**config.mk**
```make
export PLATFORM = sky130hd
export DESIGN_NAME = boost_fault_response
export DESIGN_NICKNAME = d
export VERILOG_FILES = /design/src/rtl/boost_fault_pkg.sv /design/src/rtl/boost_fault_response.sv
export VERILOG_INCLUDE_DIRS = /design/src /design/src/rtl
export SDC_FILE = /design/constraint.sdc
export NUM_CORES = 1
export LEC_CHECK = 0
export ABC_AREA = 0
export BUFFER_PORTS_ARGS = -buffer_cell sky130_fd_sc_hd__buf_2
export CORE_AREA = 5 5 95 97
export CTS_BUF_LIST = sky130_fd_sc_hd__clkbuf_16
export DETAILED_ROUTE_END_ITERATION = 10
export DIE_AREA = 0 0 100 102
export PLACE_DENSITY_LB_ADDON = 0.05
export SLEW_MARGIN = 10
export SYNTH_ARGS = -nofsm -noshare
export SYNTH_HDL_FRONTEND = slang
export SYNTH_SLANG_ARGS = --single-unit
```
**constraint.sdc**
```tcl
create_clock -name aclk -period 2.3 [get_ports aclk]
set_clock_uncertainty 0.1 [all_clocks]
set_input_delay 0.345 -clock aclk [delete_from_list [all_inputs] [get_ports aclk]]
set_output_delay 0.345 -clock aclk [all_outputs]
set_load 0.01 [all_outputs]
```
**src/rtl/boost_fault_params.svh**
```systemverilog
// Constants for the boost fault-response block: register offsets,
// field positions, reset values and timing counts.
// Assumes a 40 MHz system clock and a 32-bit AXI4-Lite register bus.
// Summary of operation
// HS overload sets overload flag; converter keeps running
// Short: LS off now, HS on until current below overload, set flag
// Short: clear enable, SAFE, count error, pull interrupt low
// UV reset select 1b: RESET once output below UV after shutdown
// Reverse current sets flag; persisting over 20 us turns converter off
// Reverse-current shutdown responds like a short as in R3; no HS force-on, reverse flag not short flag
// Ignore reverse current from enable until output above UV
// Re-enable during current limit: switch off again, count error
// Thermal warning sets flag; interrupt only if pin high and enabled
// Thermal shutdown: SAFE, off, clear enable, flag, count, interrupt
// After thermal shutdown stay off until temperature below warn minus hysteresis
// Controller clears write lock and sets enable to restart after overtemp
// Overvoltage: SAFE, off, clear enable, flag, count, interrupt
// Overvoltage persisting off-delay after disable: OFF, latch flag
// Controller re-enables after overvoltage only below restart level
// Gate supply undervoltage: all regulators off, OFF, latch flag
// Gate supply overvoltage: all regulators off, OFF, latch flag
// Gate supply from LDO below 4.7 V, else pass switch from external
// Boost enable is set at power-up; controller may clear it
// Error counter at power-down threshold: enter OFF
// Fault flags stay set until the controller clears them
`ifndef BOOST_FAULT_PARAMS_SVH
`define BOOST_FAULT_PARAMS_SVH

`define OFS_STATUS 12'h000
`define OFS_CTRL 12'h004
`define OFS_STATE 12'h008
`define OFS_LATCH 12'h00c

// Status bits (write one to clear)
`define ST_OVERLOAD 0
`define ST_SHORT 1
`define ST_REVERSE 2
`define ST_TWARN 3
`define ST_TSHUT 4
`define ST_OVP 5
`define ST_WIDTH 6

// Control bits
`define CT_BOOST_EN 0
`define CT_UV_RST_SEL 1
`define CT_TWARN_IRQ_EN 2
`define CT_LOCK 3
`define CT_POWERDOWN_THRESHOLD_LSB 4
`define CT_POWERDOWN_THRESHOLD_MSB 7
`define CTRL_RESET 8'hf1

// Supply fault latch bits
`define LT_OVP 0
`define LT_GATE_SUPPLY_UNDERVOLT_FLAG 1
`define LT_GATE_SUPPLY_OVERVOLT_FLAG 2

`define REV_LIMIT_NS 20000
`define CLK_PERIOD_NS 25
`define REV_LIMIT_CYC (`REV_LIMIT_NS / `CLK_PERIOD_NS)
`define OVP_OFF_CYC 200

`endif

```
**src/rtl/boost_fault_pkg.sv**
```systemverilog
// Types for the boost fault-response block.
// Assumes the constants header is available to every user.
package boost_fault_pkg;
    typedef enum logic [1:0] {ST_ACTIVE, ST_SAFE, ST_RESET, ST_OFF}
        dev_state_t;

    typedef struct packed {
        logic hs_overload;
        logic ls_short;
        logic hs_reverse;
        logic out_uv;
        logic out_ovp;
        logic temp_warn;
        logic temp_shut;
        logic temp_cool;
        logic gate_supply_undervolt_flag;
        logic gate_supply_overvolt_flag;
        logic ext_above;
    } sense_t;

    typedef struct packed {
        logic ls_gate_en;
        logic hs_force_on;
        logic conv_on;
        logic regs_off;
        logic ldo_on;
        logic pass_on;
    } drive_t;
endpackage : boost_fault_pkg

```
**src/rtl/boost_fault_response.sv**
```systemverilog
// Fault reaction logic for the step-up converter and the gate supply.
// Analog comparators arrive as synchronous levels in sense; registers sit
// behind an AXI4-Lite slave answering two cycles after both halves arrive.
`timescale 1ns/1ps
`include "boost_fault_params.svh"

module boost_fault_response #(
    parameter int REV_CYC = `REV_LIMIT_CYC,
    parameter int OVP_OFF = `OVP_OFF_CYC
) (
    input wire logic aclk,
    input wire logic aresetn,
    input wire logic [11:0] s_axi_awaddr,
    input wire logic s_axi_awvalid,
    output logic s_axi_awready,
    input wire logic [31:0] s_axi_wdata,
    input wire logic [3:0] s_axi_wstrb,
    input wire logic s_axi_wvalid,
    output logic s_axi_wready,
    output logic [1:0] s_axi_bresp,
    output logic s_axi_bvalid,
    input wire logic s_axi_bready,
    input wire logic [11:0] s_axi_araddr,
    input wire logic s_axi_arvalid,
    output logic s_axi_arready,
    output logic [31:0] s_axi_rdata,
    output logic [1:0] s_axi_rresp,
    output logic s_axi_rvalid,
    input wire logic s_axi_rready,
    input wire boost_fault_pkg::sense_t sense,
    output boost_fault_pkg::drive_t drive,
    output boost_fault_pkg::dev_state_t dev_state,
    output logic fault_interrupt_pin_o,
    output logic fault_interrupt_pin_oe
);
    import boost_fault_pkg::*;

    logic [`ST_WIDTH-1:0] boost_fault_status_1;
    logic [7:0] power_control_register;
    logic [2:0] supply_fault_latch;
    logic [3:0] device_error_counter;
    logic irq_low;
    logic shut_pend;
    logic uv_seen;
    logic rev_mask;
    logic hot_lock;
    logic [$clog2(REV_CYC+1)-1:0] rev_cnt;
    logic [$clog2(OVP_OFF+1)-1:0] ovp_cnt;
    logic en_prev;
    logic hs_hold;

    // AXI write channel state
    logic aw_held, w_held;
    logic [11:0] aw_addr;
    logic [31:0] w_data;
    logic [3:0] w_strb;
    logic wr_fire;
    logic [`ST_WIDTH-1:0] clr_mask;
    logic ctrl_wr;
    logic [7:0] ctrl_wval;

    assign wr_fire = aw_held && w_held && !s_axi_bvalid;
    assign ctrl_wr = wr_fire && aw_addr == `OFS_CTRL && w_strb[0];
    assign ctrl_wval = w_data[7:0];
    assign clr_mask = (wr_fire && aw_addr == `OFS_STATUS && w_strb[0])
        ? w_data[`ST_WIDTH-1:0] : '0;

    wire boost_en = power_control_register[`CT_BOOST_EN];
    wire [3:0] powerdown_threshold =
        power_control_register[`CT_POWERDOWN_THRESHOLD_MSB:`CT_POWERDOWN_THRESHOLD_LSB];
    wire conv_run = boost_en && !hot_lock && dev_state != ST_OFF;
    wire rev_live = sense.hs_reverse && !rev_mask;
    wire rev_trip = rev_live && rev_cnt == REV_CYC[$bits(rev_cnt)-1:0];
    wire cur_trip = conv_run && (sense.ls_short || rev_trip);
    wire enable_edge = boost_en && !en_prev;
    wire relimit = enable_edge && (sense.ls_short || sense.hs_overload);
    wire tshut = conv_run && sense.temp_shut;
    wire ovp_trip = conv_run && sense.out_ovp;
    wire shutdown = cur_trip || tshut || ovp_trip;
    wire ovp_late = !conv_run && ovp_cnt == OVP_OFF[$bits(ovp_cnt)-1:0];
    wire gate_driver_supply_bad = sense.gate_supply_undervolt_flag || sense.gate_supply_overvolt_flag;
    wire err_step = shutdown || relimit;
    wire [3:0] next_err = device_error_counter + 4'h1;
    wire [`ST_WIDTH-1:0] next_status = (boost_fault_status_1 & ~clr_mask)
        | {ovp_trip, tshut,
           sense.temp_warn,
           rev_live,
           hs_hold && !sense.hs_overload,
           conv_run && sense.hs_overload};

    always_ff @(posedge aclk) begin
        if (!aresetn) begin
            aw_held <= 1'b0;
            w_held <= 1'b0;
            aw_addr <= 12'h000;
            w_data <= 32'h0000_0000;
            w_strb <= 4'h0;
            s_axi_bvalid <= 1'b0;
        end else begin
            if (s_axi_awvalid && s_axi_awready) begin
                aw_held <= 1'b1;
                aw_addr <= {s_axi_awaddr[11:2], 2'b00};
            end
            if (s_axi_wvalid && s_axi_wready) begin
                w_held <= 1'b1;
                w_data <= s_axi_wdata;
                w_strb <= s_axi_wstrb;
            end
            if (wr_fire) begin
                aw_held <= 1'b0;
                w_held <= 1'b0;
                s_axi_bvalid <= 1'b1;
            end else if (s_axi_bready) begin
                s_axi_bvalid <= 1'b0;
            end
        end
    end

    always_ff @(posedge aclk) begin
        if (!aresetn) begin
            s_axi_awready <= 1'b0;
            s_axi_wready <= 1'b0;
        end else begin
            s_axi_awready <= !aw_held && !(s_axi_awvalid && s_axi_awready);
            s_axi_wready <= !w_held && !(s_axi_wvalid && s_axi_wready);
        end
    end

    // Reads answer one cycle after the address is taken
    always_ff @(posedge aclk) begin
        if (!aresetn) begin
            s_axi_arready <= 1'b0;
            s_axi_rvalid <= 1'b0;
            s_axi_rdata <= 32'h0000_0000;
        end else begin
            s_axi_arready <= !s_axi_rvalid && !s_axi_arready;
            if (s_axi_arvalid && s_axi_arready) begin
                s_axi_rvalid <= 1'b1;
                case ({s_axi_araddr[11:2], 2'b00})
                    `OFS_STATUS: s_axi_rdata <=
                        {{(32-`ST_WIDTH){1'b0}}, boost_fault_status_1};
                    `OFS_CTRL: s_axi_rdata <= {24'h0, power_control_register};
                    `OFS_STATE: s_axi_rdata <= {24'h0, device_error_counter,
                        1'b0, irq_low, dev_state};
                    `OFS_LATCH: s_axi_rdata <= {29'h0, supply_fault_latch};
                    default: s_axi_rdata <= 32'h0000_0000;
                endcase
            end else if (s_axi_rready) begin
                s_axi_rvalid <= 1'b0;
            end
        end
    end
    assign s_axi_bresp = 2'b00;
    assign s_axi_rresp = 2'b00;

    // Sticky flags: hardware set wins over a write-one clear
    always_ff @(posedge aclk) begin
        if (!aresetn) begin
            boost_fault_status_1 <= '0;
        end else begin
            boost_fault_status_1 <= next_status;
        end
    end

    // Enable bit, set at power-up; while locked, writes that keep the lock bit set are refused
    always_ff @(posedge aclk) begin
        if (!aresetn) begin
            power_control_register <= `CTRL_RESET;
        end else if (shutdown || relimit) begin
            power_control_register[`CT_BOOST_EN] <= 1'b0;
        end else if (ctrl_wr) begin
            if (!power_control_register[`CT_LOCK] || !ctrl_wval[`CT_LOCK])
                power_control_register <= ctrl_wval;
        end
    end

    always_ff @(posedge aclk) begin
        if (!aresetn) begin
            en_prev <= 1'b1;
        end else begin
            en_prev <= boost_en;
        end
    end

    // Short flag waits until the forced high-side path has drained the coil
    always_ff @(posedge aclk) begin
        if (!aresetn) begin
            hs_hold <= 1'b0;
        end else if (conv_run && sense.ls_short) begin
            hs_hold <= 1'b1;
        end else if (!sense.hs_overload) begin
            hs_hold <= 1'b0;
        end
    end

    always_ff @(posedge aclk) begin
        if (!aresetn) begin
            rev_mask <= 1'b1;
        end else if (enable_edge) begin
            rev_mask <= 1'b1;
        end else if (!sense.out_uv) begin
            rev_mask <= 1'b0;
        end
    end

    always_ff @(posedge aclk) begin
        if (!aresetn) begin
            rev_cnt <= '0;
        end else if (!rev_live || rev_trip) begin
            rev_cnt <= '0;
        end else begin
            rev_cnt <= rev_cnt + 1'b1;
        end
    end

    always_ff @(posedge aclk) begin
        if (!aresetn) begin
            hot_lock <= 1'b0;
        end else if (tshut) begin
            hot_lock <= 1'b1;
        end else if (sense.temp_cool) begin
            hot_lock <= 1'b0;
        end
    end

    always_ff @(posedge aclk) begin
        if (!aresetn) begin
            ovp_cnt <= '0;
        end else if (conv_run || !sense.out_ovp) begin
            ovp_cnt <= '0;
        end else if (!ovp_late) begin
            ovp_cnt <= ovp_cnt + 1'b1;
        end
    end

    always_ff @(posedge aclk) begin
        if (!aresetn) begin
            device_error_counter <= 4'h0;
        end else if (err_step && device_error_counter != 4'hf) begin
            device_error_counter <= next_err;
        end
    end

    always_ff @(posedge aclk) begin
        if (!aresetn) begin
            supply_fault_latch <= 3'b000;
        end else begin
            if (ovp_late && sense.out_ovp)
                supply_fault_latch[`LT_OVP] <= 1'b1;
            if (sense.gate_supply_undervolt_flag)
                supply_fault_latch[`LT_GATE_SUPPLY_UNDERVOLT_FLAG] <= 1'b1;
            if (sense.gate_supply_overvolt_flag)
                supply_fault_latch[`LT_GATE_SUPPLY_OVERVOLT_FLAG] <= 1'b1;
        end
    end

    always_ff @(posedge aclk) begin
        if (!aresetn) begin
            shut_pend <= 1'b0;
            uv_seen <= 1'b0;
        end else begin
            if (shutdown)
                shut_pend <= 1'b1;
            else if (dev_state == ST_RESET || dev_state == ST_ACTIVE)
                shut_pend <= 1'b0;
            uv_seen <= sense.out_uv;
        end
    end

    always_ff @(posedge aclk) begin
        if (!aresetn) begin
            dev_state <= ST_ACTIVE;
        end else begin
            case (dev_state)
                ST_OFF: dev_state <= ST_OFF;
                default: begin
                    if (gate_driver_supply_bad || ovp_late) begin
                        dev_state <= ST_OFF;
                    end else if (err_step && next_err >= powerdown_threshold) begin
                        dev_state <= ST_OFF;
                    end else if (shutdown) begin
                        dev_state <= ST_SAFE;
                    end else if (shut_pend && uv_seen &&
                        power_control_register[`CT_UV_RST_SEL]) begin
                        dev_state <= ST_RESET;
                    end else if (dev_state == ST_RESET) begin
                        dev_state <= ST_ACTIVE;
                    end
                end
            endcase
        end
    end

    // Interrupt low until the controller clears every raised status flag
    always_ff @(posedge aclk) begin
        if (!aresetn) begin
            irq_low <= 1'b0;
        end else if (shutdown || relimit) begin
            irq_low <= 1'b1;
        end else if (sense.temp_warn && !irq_low &&
            power_control_register[`CT_TWARN_IRQ_EN]) begin
            irq_low <= 1'b1;
        end else if (next_status == '0) begin
            irq_low <= 1'b0;
        end
    end

    always_ff @(posedge aclk) begin
        if (!aresetn) begin
            drive <= '0;
            fault_interrupt_pin_o <= 1'b0;
            fault_interrupt_pin_oe <= 1'b0;
        end else begin
            drive.ls_gate_en <= conv_run && !sense.ls_short && !shutdown;
            drive.hs_force_on <= (sense.ls_short || hs_hold) &&
                sense.hs_overload;
            drive.conv_on <= conv_run && !err_step && !gate_driver_supply_bad;
            drive.regs_off <= gate_driver_supply_bad || dev_state == ST_OFF;
            drive.ldo_on <= !sense.ext_above;
            drive.pass_on <= sense.ext_above;
            fault_interrupt_pin_o <= 1'b0;
            fault_interrupt_pin_oe <= irq_low;
        end
    end

    a_short_clears_en: assert property (@(posedge aclk) disable iff (!aresetn)
        cur_trip |=> !boost_en) else $error("enable not cleared");
    a_short_safe: assert property (@(posedge aclk) disable iff (!aresetn)
        shutdown && !gate_driver_supply_bad && !ovp_late && !(next_err >= powerdown_threshold)
        |=> dev_state == ST_SAFE) else $error("no SAFE entry");
    a_err_count: assert property (@(posedge aclk) disable iff (!aresetn)
        err_step && device_error_counter != 4'hf
        |=> device_error_counter == $past(device_error_counter) + 4'h1)
        else $error("error counter not stepped");
    a_irq_after_fault: assert property (@(posedge aclk)
        disable iff (!aresetn) shutdown |=> ##1 fault_interrupt_pin_oe)
        else $error("interrupt not driven");
    a_rev_mask: assert property (@(posedge aclk) disable iff (!aresetn)
        rev_mask && !boost_fault_status_1[`ST_REVERSE]
        |=> !boost_fault_status_1[`ST_REVERSE])
        else $error("masked reverse flagged");
    a_hot_lock: assert property (@(posedge aclk) disable iff (!aresetn)
        hot_lock && !sense.temp_cool |=> ##1 !drive.conv_on)
        else $error("converter on while hot");
    a_gate_driver_supply_off: assert property (@(posedge aclk) disable iff (!aresetn)
        sense.gate_supply_undervolt_flag |=> dev_state == ST_OFF
            && supply_fault_latch[`LT_GATE_SUPPLY_UNDERVOLT_FLAG]) else $error("no OFF");
    a_gate_supply_overvolt_flag: assert property (@(posedge aclk) disable iff (!aresetn)
        sense.gate_supply_overvolt_flag |=> ##1 drive.regs_off)
        else $error("regulators left on");
    a_flag_sticky: assert property (@(posedge aclk) disable iff (!aresetn)
        boost_fault_status_1[`ST_OVERLOAD] && clr_mask == '0
        |=> boost_fault_status_1[`ST_OVERLOAD])
        else $error("flag lost");
    a_gate_path: assert property (@(posedge aclk) disable iff (!aresetn)
        $past(aresetn) |-> drive.ldo_on != drive.pass_on)
        else $error("supply path");

    c_short: cover property (@(posedge aclk) cur_trip);
    c_reset: cover property (@(posedge aclk) dev_state == ST_RESET);
    c_off: cover property (@(posedge aclk) dev_state == ST_OFF);
endmodule : boost_fault_response

```
[Yosys cells after proc, flatten, opt, wreduce, memory -nomap -nowiden]
Index checks and enable logic that the tools add are counted.
Cells by class
  add/sub/neg operators: 3
  shift-type cells: 0
  magnitude comparators: 1
  divide/modulo/power cells: 0
  muxes and demuxes: 24
  equal/unequal tests: 11
  reductions and logical operators: 90
  bitwise logic cells: 5
  $mul: 0
Operator list (count)
  $logic_and A1 B1 Y1: 37
  $pmux W8 S4: 1
  $logic_not A1 Y1: 22
  $eq A10 B1 Y1 const B: 2
  $eq A10 B2 Y1 const B: 2
  $mux W1: 16
  $logic_or A1 B1 Y1: 13
  $logic_not A12 Y1: 1
  $mux W2: 6
  $reduce_bool A2 Y1: 6
  $add A10 B1 Y10 const B: 1
  $eq A10 B10 Y1 const B: 1
  $logic_not A10 Y1: 1
  $add A8 B1 Y8 const B: 1
  $eq A8 B8 Y1 const B: 1
  $reduce_or A2 Y1: 4
  $and A6 B6 Y6: 1
  $logic_not A6 Y1: 1
  $mux W6: 1
  $not A6 Y6: 1
  $or A6 B6 Y6: 1
  $reduce_bool A6 Y1: 1
  $add A4 B1 Y4 const B: 1
  $eq A2 B2 Y1 const B: 2
  other kinds (9): 10
Word-level totals
  latch bits: 0
  register bits after elaboration: 113
  RAM bits: 0
  logic and storage cells: 169
  ROM bits: 0
  memories: 0
  output and inout port bits: 51
  input bits: 78

[Logic depth before layout (Yosys ltp)]
Gate-level depths: netlist of the first run.
  depth after elaboration: 12
  depth in mapped cells: 7
  depth with buffers taken out: 7

[Least setup slack after synthesis of the first run]
Ideal clock, no wire load.
  kind: register -> register
  from: register ovp_cnt[0]
  to: register ovp_cnt[1]
  period minus slack after synthesis: 1.769 ns
  required time: 2.075 ns
  path slack: 0.531 ns
  setup time: 0.125 ns
  buffers on the path: 0
  arrival time: 1.544 ns
  stages on the path, launching flop included: 8
  cells stage by stage: dfxtp_1 > inv_1 > ha_1 > nand4b_1 > or4b_1 > nor2_1 > mux2i_1 > nor2_1
Between the ends
  longest elaborated chain between the ends: 2
  elaborated cells on any way between the ends: 3
  classes of those cells: add/sub (1); eq/ne (1); reduce/logical (1)
Ends and longest elaborated chain
  from (decl): RTL line boost_fault_response.sv:48  | logic [$clog2(OVP_OFF+1)-1:0] ovp_cnt;
  from (signal assigned): RTL line boost_fault_response.sv:232  | ovp_cnt <= ovp_cnt + 1'b1;
  parallel branches: the longest is 2 deep, another holds $add A8 B1 Y8
Several ways; the timed one is not identified.
A chain may end at the register's enable or synchronous reset.

[Worst setup path in the final report of the first run]
  from: register device_error_counter[0]
  to: register dev_state[0]
Between the ends
  longest elaborated chain between the ends: 6
  elaborated cells on any way between the ends: 7
  classes of those cells: add/sub (1); order compare (1); mux (3); reduce/logical (2)
Ends and longest elaborated chain
  from (decl): RTL line boost_fault_response.sv:41  | logic [3:0] device_error_counter;
  from (signal assigned): RTL line boost_fault_response.sv:240  | device_error_counter <= next_err;
  $add A4 B1 Y4 (*): RTL line boost_fault_response.sv:83  | wire [3:0] next_err = device_error_counter + 4'h1;
  named net next_err[2]: RTL line boost_fault_response.sv:83
  $ge A4 B4 Y1 (*): RTL line boost_fault_response.sv:279  | end else if (err_step && next_err >= powerdown_threshold) begin
  $logic_and A1 B1 Y1 (*): RTL line boost_fault_response.sv:279
  $mux W2: RTL line boost_fault_response.sv:279
  $mux W2: RTL line boost_fault_response.sv:277  | if (gate_driver_supply_bad || ovp_late) begin
  $mux W2: RTL line boost_fault_response.sv:274  | case (dev_state)
  to (signal assigned): RTL line boost_fault_response.sv:275  | ST_OFF: dev_state <= ST_OFF;
  to (signal assigned): RTL line boost_fault_response.sv:278  | dev_state <= ST_OFF;
  to (signal assigned): RTL line boost_fault_response.sv:280  | dev_state <= ST_OFF;
  to (decl): RTL line boost_fault_response.sv:32  | output boost_fault_pkg::dev_state_t dev_state,
The timed path passes the listed nets; every way through them passes the cells marked *.

==> results list, run 1 <==
* Outcome: complete, no violations
- Buffers placed on the I/O ports in this run total 68.
- For this run, the number of Yosys warnings is 0.
- Required @ worst endpoint: 2390 ps
- Share of synthesized registers carrying an async set or reset: 0%
- In the final timing run, aggregate negative setup slack is 0 ps.
- Per report_power, the combinational group accounts for 11.4% of the total.
- The floorplan step defined a die boundary enclosing 10,200 um2.
- Global routing consumed, on the met1 layer, 22.7% of the routing resources.
- Vias per cell: 5.07
- For this design, the slowest cell found on the critical path is dfxtp_1.
- Biggest fanout along the worst timing path: 6
- Summed over all cells, the static leakage comes to 0.00198 uW.
- For this design the top-level I/O count stands at 129.
* Highest cell delay on the worst timing path: 430 ps
* TritonCTS buffer count: 9
- FMAX: 500 MHz
* Switching power share of the total: 24.3%
- Grt met2 use: 28.2%
* Number of synthesized flops with an enable pin: 0
- Cells with a size suffix above 1 make up 19.3% of the layout.
- Across every metal layer, demand over resource in global routing totals 17.3%.
* Total Nets Final: 615
- Reported net switching power: 880 uW
- The H-tree was split into 3 levels.
- After detailed routing, the number of remaining DRC violations is 0.
* Std-Cell Rows: 33
- Total grt overflow: 0
* Type of element capturing the critical path: register
- Ys flop type: dfxtp_1
- The number of global-route vias before repair was 3,031.
* Cell count after placement: 622
* Number of buffers inserted by hold repair at cts: 0
- The initial utilization of the core area, before any placement, comes to 49.7%.
- Counting along the longest clock path gives a buffer depth of 2.
* Part of the power in registers: 46.6%
* Routed WL: 8650 um
* Crit path DAT: 2090 ps
- At the end of the flow the core is filled with cells to 58.0%.
- Once detailed placement completed, the half-perimeter wirelength came to 6570 um.
- Worst min-delay path class: in -> reg
- Unique masters post-synth: 57
* Die extent in x: 100 um
- Area of the mapped netlist: 4010 um2
- Hold timing on the final database bottoms out at a slack of 69.9 ps.
- Reported max-cap violation count: 0
* Number of search-and-repair iterations in the first detailed-routing pass: 5
- Relative contribution of the clock network to total power: 42.1%
- Excluding fillers, the count of instances in the completed layout stands at 638.
- Routed Antenna Nets: 0
* Root Buffer Master: clkbuf_16
- After synthesis the netlist holds a flip-flop and latch count of 89.
- The total count of max-transition violations in the final report came to 0.
- By startpoint and endpoint, the worst setup path is classified as reg -> reg.
- The kind of cell with the highest combined delay along the critical path is compound AO/OA/AOI/OAI gates.
- Clock-pin slew was measured on the worst setup and hold paths at 70 ps.
- The first global-routing pass estimated 14,200 um of wire.
- Launching element type of the critical path: register
- Reg-to-reg slack, setup: 300 ps
* Total power density per cell area: 774 nW/um2
- From bottom edge to top edge, the die measures 102 um.
- The number of antenna diodes in the final layout is 0.
- Wire length per cell after detailed routing: 13.6 um
- Final critical-path required period: 2000 ps
- The layer flagged by global routing as most heavily used is met2.
- Worst voltage drop across the vdd grid: 0.000423 V
- A synthesized cell averages 8.73 um2.
* Setup violation total in the final timing report: 0
- In the global route stage, met3 resource usage came out at 4.10%.
- Entering global routing, the biggest net connects 16 pins.
- Area of the core region: 8050 um2
- Int Pwr: 2730 uW
* Synthesis-to-finish area growth: 16.5%
- After layout, the worst path uses 87.0% of the clock period.
* Via count: 3,232
- The signal on the critical path passes through ha_1, xor2_1, ha_1, o21ai_0, a21oi_1, o21ai_0, a41oi_1.
- Weighted congestion reported at the end of routability-driven placement: 0.836
- Part of the Yosys area used for sequential elements: 44.5%
- Insertion delay to the later sink of the worst-skew pair: 330 ps
- Number of hold violations in the final report: 0
- The number of buffers and inverters on the critical path is 0.
- Power comes to 3610 uW.
- After technology mapping, the gate count stands at 459.
- Initial DRC count: 114
- Sink count of the clock tree: 89
- The number of antenna violations at the first check in global routing was 0.
* TritonCTS clock tree: yes
- RSZ-0062 raised after global routing: false
area by class of cell:
cell class	count	area, um2
multi-input combinational	333	1970
sequential	89	1780
fill	772	3380
inverter	19	71.3
clock buffer	9	225
tap	105	131
timing repair buffer	76	400
clock inverter	7	87.6
power by group through the flow:
| stage | registers (uW) | clock network (uW) | logic [uW] |
|---|---|---|---|
| after floorplan | 1710 | 0 | 307 |
| after global placement | 1710 | 0 | 401 |
| after detailed placement | 1720 | 0 | 409 |
| after CTS | 1680 | 1560 | 412 |
| after global routing | 1690 | 1640 | 466 |
| final | 1680 | 1520 | 410 |
path summary, 6_finish.rpt:
path | endpoint | cells after the start | startpoint
min reg2reg | s_axi_arready | 1 | s_axi_arready
max reg2reg | dev_state[0] | 7 | device_error_counter[0]
max | dev_state[0] | 7 | device_error_counter[0]
min | drive[1] | 2 | sense[0]
through the flow:
step	area, um2	worst slack (ps)
2_1_floorplan	4110	531
3_3_place_gp	4350	248
3_5_place_dp	4350	225
4_1_cts	4660	185
5_1_grt	4670	49.8
6_report	4670	298
state kept, by name, summed over array words and instances, names as in the netlist, 2 cells and up:
name                    cells
rev_cnt                    10
supply_fault_latch          3
boost_fault_status_1        6
dev_state                   2
device_error_counter        4
w_data                      8
drive                       6
s_axi_rdata                 8
ovp_cnt                     8
power_control_register      8
aw_addr                    10
routing by layer:
layer,vias up,share of wire [%]
met4,0,1.5
met5,-,0
met2,91,47
met1,1471,45
met3,14,7.2
li1,1656,-
synth_stat cells, drive strengths merged (3+ instances only):
cell    count  share of area (%)
buf        36                6.4
nand4b      3               0.81
xnor2       8                1.7
ha          9                2.8
mux2i       7                1.7
nor4        6                1.1
a21oi      36                4.5
xor2        8                1.7
inv        19                1.8
clkbuf     10               0.94
nor2b       4               0.62
nand2      62                5.8
o211ai      4               0.87
and3        5               0.78
mux4        3                1.7
dfxtp      89                 44
o311ai      4               0.87
o21ai      20                2.6
nand2b      9                1.4
nor3        7               0.87
nor2       48                4.5
and2        8                1.2
a22oi       9                1.7
nand3      13                1.6
cells in the final DEF (no fill, tap or decap), types with 3 or more instances in the layout:
cell type,netlist,final
clkbuf_16,0,9
and3_1,5,5
inv_1,19,21
xnor2_1,8,8
o311ai_1,4,4
mux4_2,3,3
buf_2,2,68
nand3_1,13,13
mux2i_1,7,7
nand2_1,62,62
conb_1,1,29
nor4_1,5,5
a21oi_1,36,36
o211ai_1,3,3
nor3_1,7,7
nand2b_1,9,9
nor2b_1,4,4
nor2_1,48,48
a22oi_1,9,9
o21ai_0,18,18
buf_4,30,8
and2_1,8,8
dfxtp_1,89,89
ha_1,9,9
xor2_1,8,8
kinds of logic (layout without fill, tap and decap cells):
group | after synthesis | after routing | synth area share [%]
buffers and inverters | 65 | 111 | 9.15
XOR/XNOR | 16 | 16 | 3.50
adder cells (fa/ha/maj) | 9 | 9 | 2.81
AO/OA/AOI/OAI | 89 | 89 | 14.5
multiplexers | 10 | 10 | 3.44
flip-flops | 89 | 89 | 44.5
AND/OR/NAND/NOR | 180 | 180 | 22.0
other | 1 | 29 | 0.0936
worst reg2reg max path: cells and delay by family (launching register included):
kind / cells / cell delay (ps)
AO/OA/AOI/OAI: 4 / 640
XOR/XNOR: 1 / 180
flip-flops: 1 / 430
adder cells (fa/ha/maj): 2 / 500
repair_timing:
| item | 4_1_cts | 5_1_grt |
|---|---|---|
| hold endpoints to repair | 0 | 0 |
| buffers inserted | 0 | 0 |
| resized for setup | 0 | 1 |
| setup endpoints to repair | 0 | 10 |
(Power assumes the default switching activity.)
==> run 2, diff against run 1 <==
Settings changed: CORE_AREA 5 5 95 97 to 2 2 92 94, DIE_AREA 0 0 100 102 to 0 0 94 96.
==> results list, run 2 (same netlist as run 1, synthesis figures left out) <==
- Launching element type of the critical path: register
- Max-Slew Margin vs Limit: 64.8%
- Post-detailed-route DRC marker count: 0 (unchanged)
- The top fanout value on the critical path was 13 (+7).
- Final Instance Count excl. Fillers: 637 (-0.16%)
- The area inside the core boundary is 8050 um2 (unchanged).
* Cell count after placement: 621 (-0.16%)
- The critical path in this run is classified as reg -> reg.
- H-tree depth: 3 (unchanged)
* Worst Max-Slew Pin Slew: 528 ps
- Die outline height: 96 um (-5.9%)
- Root Buffer Master: clkbuf_16
- The flow ran to the end, and the final reports show no timing, DRC or antenna violations.
- The clock-pin slew on the worst setup and hold paths came to 60 ps (about the same).
* Weighted congestion reported at the end of routability-driven placement: 0.828 (-0.96%)
- Total Nets Final: 614 (-0.16%)
- FMAX: 480 MHz (-3.9%)
- The number of clock sinks was 89 (unchanged).
* TritonCTS buffer count: 9 (unchanged)
* Total negative slack: 0 ps (unchanged)
- The final design area excluding fillers came to 4590 um2 (-1.6%).
- Std-Cell Rows: 33 (unchanged)
- The HPWL reported at the end of detailed placement came to 6060 um (-7.8%).
- The power density over the cells came to 728 nW/um2 (-5.9%).
- Slew Viols, Final: 0 (unchanged)
* # resized after CTS: 0 (unchanged)
- Synthesis-to-finish area growth: 14.7%
- The maximum number of pins on one net before global-route repair was 29 (+13).
- The number of antenna violations at the first check in global routing was 0 (unchanged).
- Highest-count cells in the layout ignoring fill and taps: dfxtp_1, buf_2, nand2_1
- The library cell used most frequently in the layout, excluding fill and tap cells, is dfxtp_1.
- Initial DRC count: 130 (+14%)
* Total grt overflow: 0 (unchanged)
- The wire length per cell after detailed routing was 13.0 um (-4.3%).
* Leakage power summed over all cells: 0.00195 uW (-1.6%)
- The count of maximum capacitance violations came to 0 (unchanged).
- The number of hold-repair buffers added at the cts stage is 0 (unchanged).
- Number of search-and-repair iterations in the first detailed-routing pass: 5 (unchanged)
- Share of the clock period used by the worst path: 90.6% (+3.5 points)
- RSZ-0062 raised after global routing: false
- Final critical-path required period: 2080 ps (+81.4 ps)
* I/O pins: 129 (unchanged)
- Via count: 3,200 (-0.99%)
- The number of global-route vias before repair was 2,941 (-3.0%).
* Overall die area: 9020 um2 (-12%)
- Insertion delay to the later sink of the worst-skew pair: 330 ps (about the same)
* Top flop regs: aw_addr: 10 flops, rev_cnt: 10 flops
- The number of buffers inserted by post-CTS setup repair is 0 (unchanged).
- The final-layout worst hold slack was 67.5 ps (-2.38 ps).
- The share of cells above drive strength 1 came to 18.4% (-0.90 points).
- The maximum count of clock buffers along a single path came to 2 (unchanged).
- The data required time at the worst endpoint was 2430 ps (+40 ps).
- TritonCTS built the clock tree.
* Overall fraction of global-route tracks in use: 19.1% (+1.8 points)
* Antenna diodes: 0 (unchanged)
* Wire length of the first global-routing pass: 13,500 um (-4.7%)
- The worst-case vdd ir drop came to 0.000424 V (+0.10%).
- Die extent in x: 94 um (-6.0%)
* Placed cell area: 4340 um2 (-0.17%)
- Crit path DAT: 2220 ps (+130 ps)
- Initial core utilization: 49.7% (unchanged)
- Number of hold violations in the final report: 0 (unchanged)
- The final setup violation count is 0 (unchanged).
- Routed Antenna Nets: 0 (unchanged)
* Type of element capturing the critical path: register
- The tightest min-delay check is of the in -> reg type.
- The count of buffers inserted at the top-level ports was 68 (unchanged).
* Routed WL: 8270 um (-4.4%)
- Vias per cell: 5.02 (-0.83%)
[run 2: changes by cell type in the layout (fill, tap and decap cells not counted)]
cell,previous run,this run
buf_4,8,7
bufinv_16,2,0
clkinv_1,0,4
clkinv_2,1,0
clkinvlp_4,2,1
o21ai_2,0,1
o21ai_4,1,0
[run 2: layout make-up]
cell class              instances  area, um2
clock buffers                   9        225
clock inverters                 7       30.0
fillers                       767       3460
inverters                      19       71.3
multi-input cells             333       1960
flip-flops and latches         89       1780
well taps                     105        131
repair buffers                 75        393
[run 2: where the power goes]
part           switching [uW]  internal, uW
registers                62.5          1620
clock network             555           708
logic                     234           167
[run 2: layer usage]
layer  routed length (um)  global-route usage, %
met5                    0                      0
met4                  107                   7.61
met3                  465                   3.92
met2                 3830                   31.9
met1                 3870                   24.2
[run 2: final timing paths]
path	start	depth (start not counted)	end	slack, ps
worst max register to register	rev_cnt[4]	6	power_control_register[5]	220
worst max-delay path	rev_cnt[4]	6	power_control_register[5]	220
worst min register to register	s_axi_arready	1	s_axi_arready	340
worst min-delay path	sense[0]	2	drive[1]	70
[run 2: stage by stage]
step	util, %	total power [uW]	worst slack, ps
floorplan	-	2010	531
global placement	53.9	2110	258
detailed placement	53.9	2120	215
CTS	57.1	3380	248
global route	57.1	3510	70.2
finish	57.1	3350	217
[run 2: critical path, stage by stage (launching register included)]
cell,delay (ps)
dfxtp_1,340
nor4b_1,400
nand3_1,210
o21ai_2,470
buf_4,280
o21ai_0,100
o311ai_1,100
==> run 3, diff against run 2 <==
Settings changed: GPL_TIMING_DRIVEN from default to 1, PLACE_DENSITY from default to 0.79, PLACE_DENSITY_LB_ADDON 0.05 to default.
==> results list, run 3 (same netlist as run 1, synthesis figures left out) <==
- Commonest non-fill, non-tap cell in the layout: dfxtp_1
- Layout cell share with drive strength beyond 1: 18.9% (+0.48 points)
- Initial DRC count: 207 (+59%)
- The HPWL reported at the end of detailed placement was 6180 um (+2.1%).
- Wire length per cell after detailed routing: 13.5 um (+4.3%)
- Layout fillers: 726 (-5.3%)
* Worst min-delay path class: in -> reg
- The total number of H-tree levels is 3 (unchanged).
- Post-detailed-route DRC marker count: 0 (unchanged)
- Synthesis-to-finish area growth: 15.7%
* Number of hold violations in the final report: 0 (unchanged)
- The number of gates given a new drive strength after cts is 0 (unchanged).
* Die extent in x: 94 um (unchanged)
- The number of detailed-routing iterations run before antenna repair came to 4 (-1).
- The top fanout value on the critical path was 14 (+1).
- Sink count of the clock tree: 89 (unchanged)
* Finished layout cell area: 4640 um2 (+0.90%)
- The area of the multi-input gates was 1960 um2 (unchanged).
* Reported max-cap violation count: 0 (unchanged)
* Overall fraction of global-route tracks in use: 20.1% (+1.1 points)
- The number of CTS-inserted buffers came to 9 (unchanged).
- The worst-case vdd ir drop is 0.000492 V (+16%).
* Antenna diodes: 0 (unchanged)
* Reported net switching power: 898 uW (+5.4%)
* Total grt overflow: 0 (unchanged)
* Via count: 3,315 (+3.6%)
* Overall die area: 9020 um2 (unchanged)
* Required @ worst endpoint: 2450 ps (+20 ps)
- Vias per cell: 5.23 (+4.1%)
- The share of the cycle needed by the critical path after routing is 91.0% (+0.41 points).
- RSZ-0062 raised after global routing: false
- Int Pwr: 2730 uW (+9.4%)
- The clock-pin slew on the worst setup and hold paths is 60 ps (about the same).
- The number of placed I/O pins was 129 (unchanged).
- The final setup slack of the worst path was 207 ps (-9.46 ps).
* Area of all sequential standard cells: 1780 um2 (unchanged)
- The cell area reported after detailed placement came to 4320 um2 (-0.52%).
* Minimum setup slack after placement: 220 ps (+4.73 ps)
- TritonCTS clock tree: yes
- The logic gate share of total power is 11.0% (-1.0 points).
- The count of buffers inserted at the top-level ports was 68 (unchanged).
- The number of antenna violations at the first check in global routing came to 0 (unchanged).
- The maximum number of pins on one net before global-route repair came to 26 (-10%).
* Leakage power summed over all cells: 0.00196 uW (+0.54%)
* Switching power share of the total: 24.7% (-0.70 points)
* Part of the power in registers: 46.4% (-3.9 points)
* Number of buffers on the longest clock path: 2 (unchanged)
- FMAX: 478 MHz (-0.45%)
- Area of the core region: 8050 um2 (unchanged)
- Total negative slack: 0 ps (unchanged)
* Crit path DAT: 2240 ps (+20 ps)
- The number of buffers inserted by post-CTS setup repair came to 0 (unchanged).
- The global-route wire length before repair was 14,100 um (+4.6%).
- Routed Antenna Nets: 0 (unchanged)
* Root Buffer Master: clkbuf_16
- Total power density per cell area: 782 nW/um2 (+7.5%)
- WS Path Type: reg -> reg
- The count of standard-cell rows came to 33 (unchanged).
- Highest-count cells in the layout ignoring fill and taps: dfxtp_1, buf_2, nand2_1
* Number of global-route vias before repair: 3,219 (+9.5%)
- The final RePlAce weighted congestion was 0.855 (+3.3%).
- The layout net count came to 611 (-0.49%).
- The height of the chip is 96 um (unchanged).
- Number of buffers inserted by hold repair at cts: 0 (unchanged)
- Insertion delay to the later sink of the worst-skew pair: 340 ps (about the same)
- The clock share of power was 42.6% (+4.9 points).
* Launching element type of the critical path: register
- The initial core utilization is 49.7% (unchanged).
- Routed WL: 8580 um (+3.8%)
- Type of element capturing the critical path: register
- The flow ran to the end, and the final reports show no timing, DRC or antenna violations.
- Setup violation total in the final timing report: 0 (unchanged)
* Final critical-path required period: 2090 ps (+9.46 ps)
- The total count of max-transition violations in the final report is 0 (unchanged).
* Top flop regs: aw_addr: 10 flops, rev_cnt: 10 flops
## run 3: changes by cell type in the layout (fill, tap and decap cells not counted)
cell	previous run	this run
clkinv_1	4	1
clkinv_2	0	1
clkinv_4	0	1
inv_6	0	1
buf_4	7	4
inv_1	21	19
bufinv_16	0	2
## run 3: critical path: stages (launching register included)
cell	delay [ps]
dfxtp_1	340
nor4b_1	410
nand3_1	210
o21ai_2	450
buf_4	290
o211ai_1	130
o41ai_2	70
## run 3: routing by layer
metal / GRT usage [%] / wire length (um) / vias up
met4: 7.73 / 146 / 0
met2: 36.1 / 4320 / 108
met1: 22.3 / 3580 / 1545
li1: - / - / 1650
met5: 0 / 0 / -
met3: 6.26 / 530 / 12
## run 3: worst paths after layout
path                start                        end  slack (ps)  cells past startpoint
min              sense[0]                   drive[1]          70                      2
max            rev_cnt[4]  power_control_register[2]         210                      6
min reg2reg  s_axi_rvalid              s_axi_arready         350                      1
max reg2reg    rev_cnt[4]  power_control_register[2]         210                      6
## run 3: metrics by stage
stage	cells	hold WS [ps]	power (uW)	utilization, %
final	634	65.3	3630	57.6
after detailed placement	618	341	2110	53.6
after CTS	634	58.5	3660	57.6
after floorplan	487	317	2010	-
after global placement	618	324	2090	53.6
after global routing	634	69.6	3790	57.6
## run 3: cell type report
type,count,share of cell area (%)
multi-input cells,333,42.3
flip-flops and latches,89,38.4
repair buffers,72,7.99
clock buffers,9,4.86
well taps,105,2.83
clock inverters,7,2.02
inverters,19,1.54
## run 3: power groups by stage
stage                     Combinational (uW)  Sequential [uW]  Clock (uW)
after floorplan                          307             1710           0
after global placement                   382             1710           0
after detailed placement                 393             1720           0
after CTS                                400             1680        1580
after global routing                     449             1690        1650
final                                    399             1680        1550
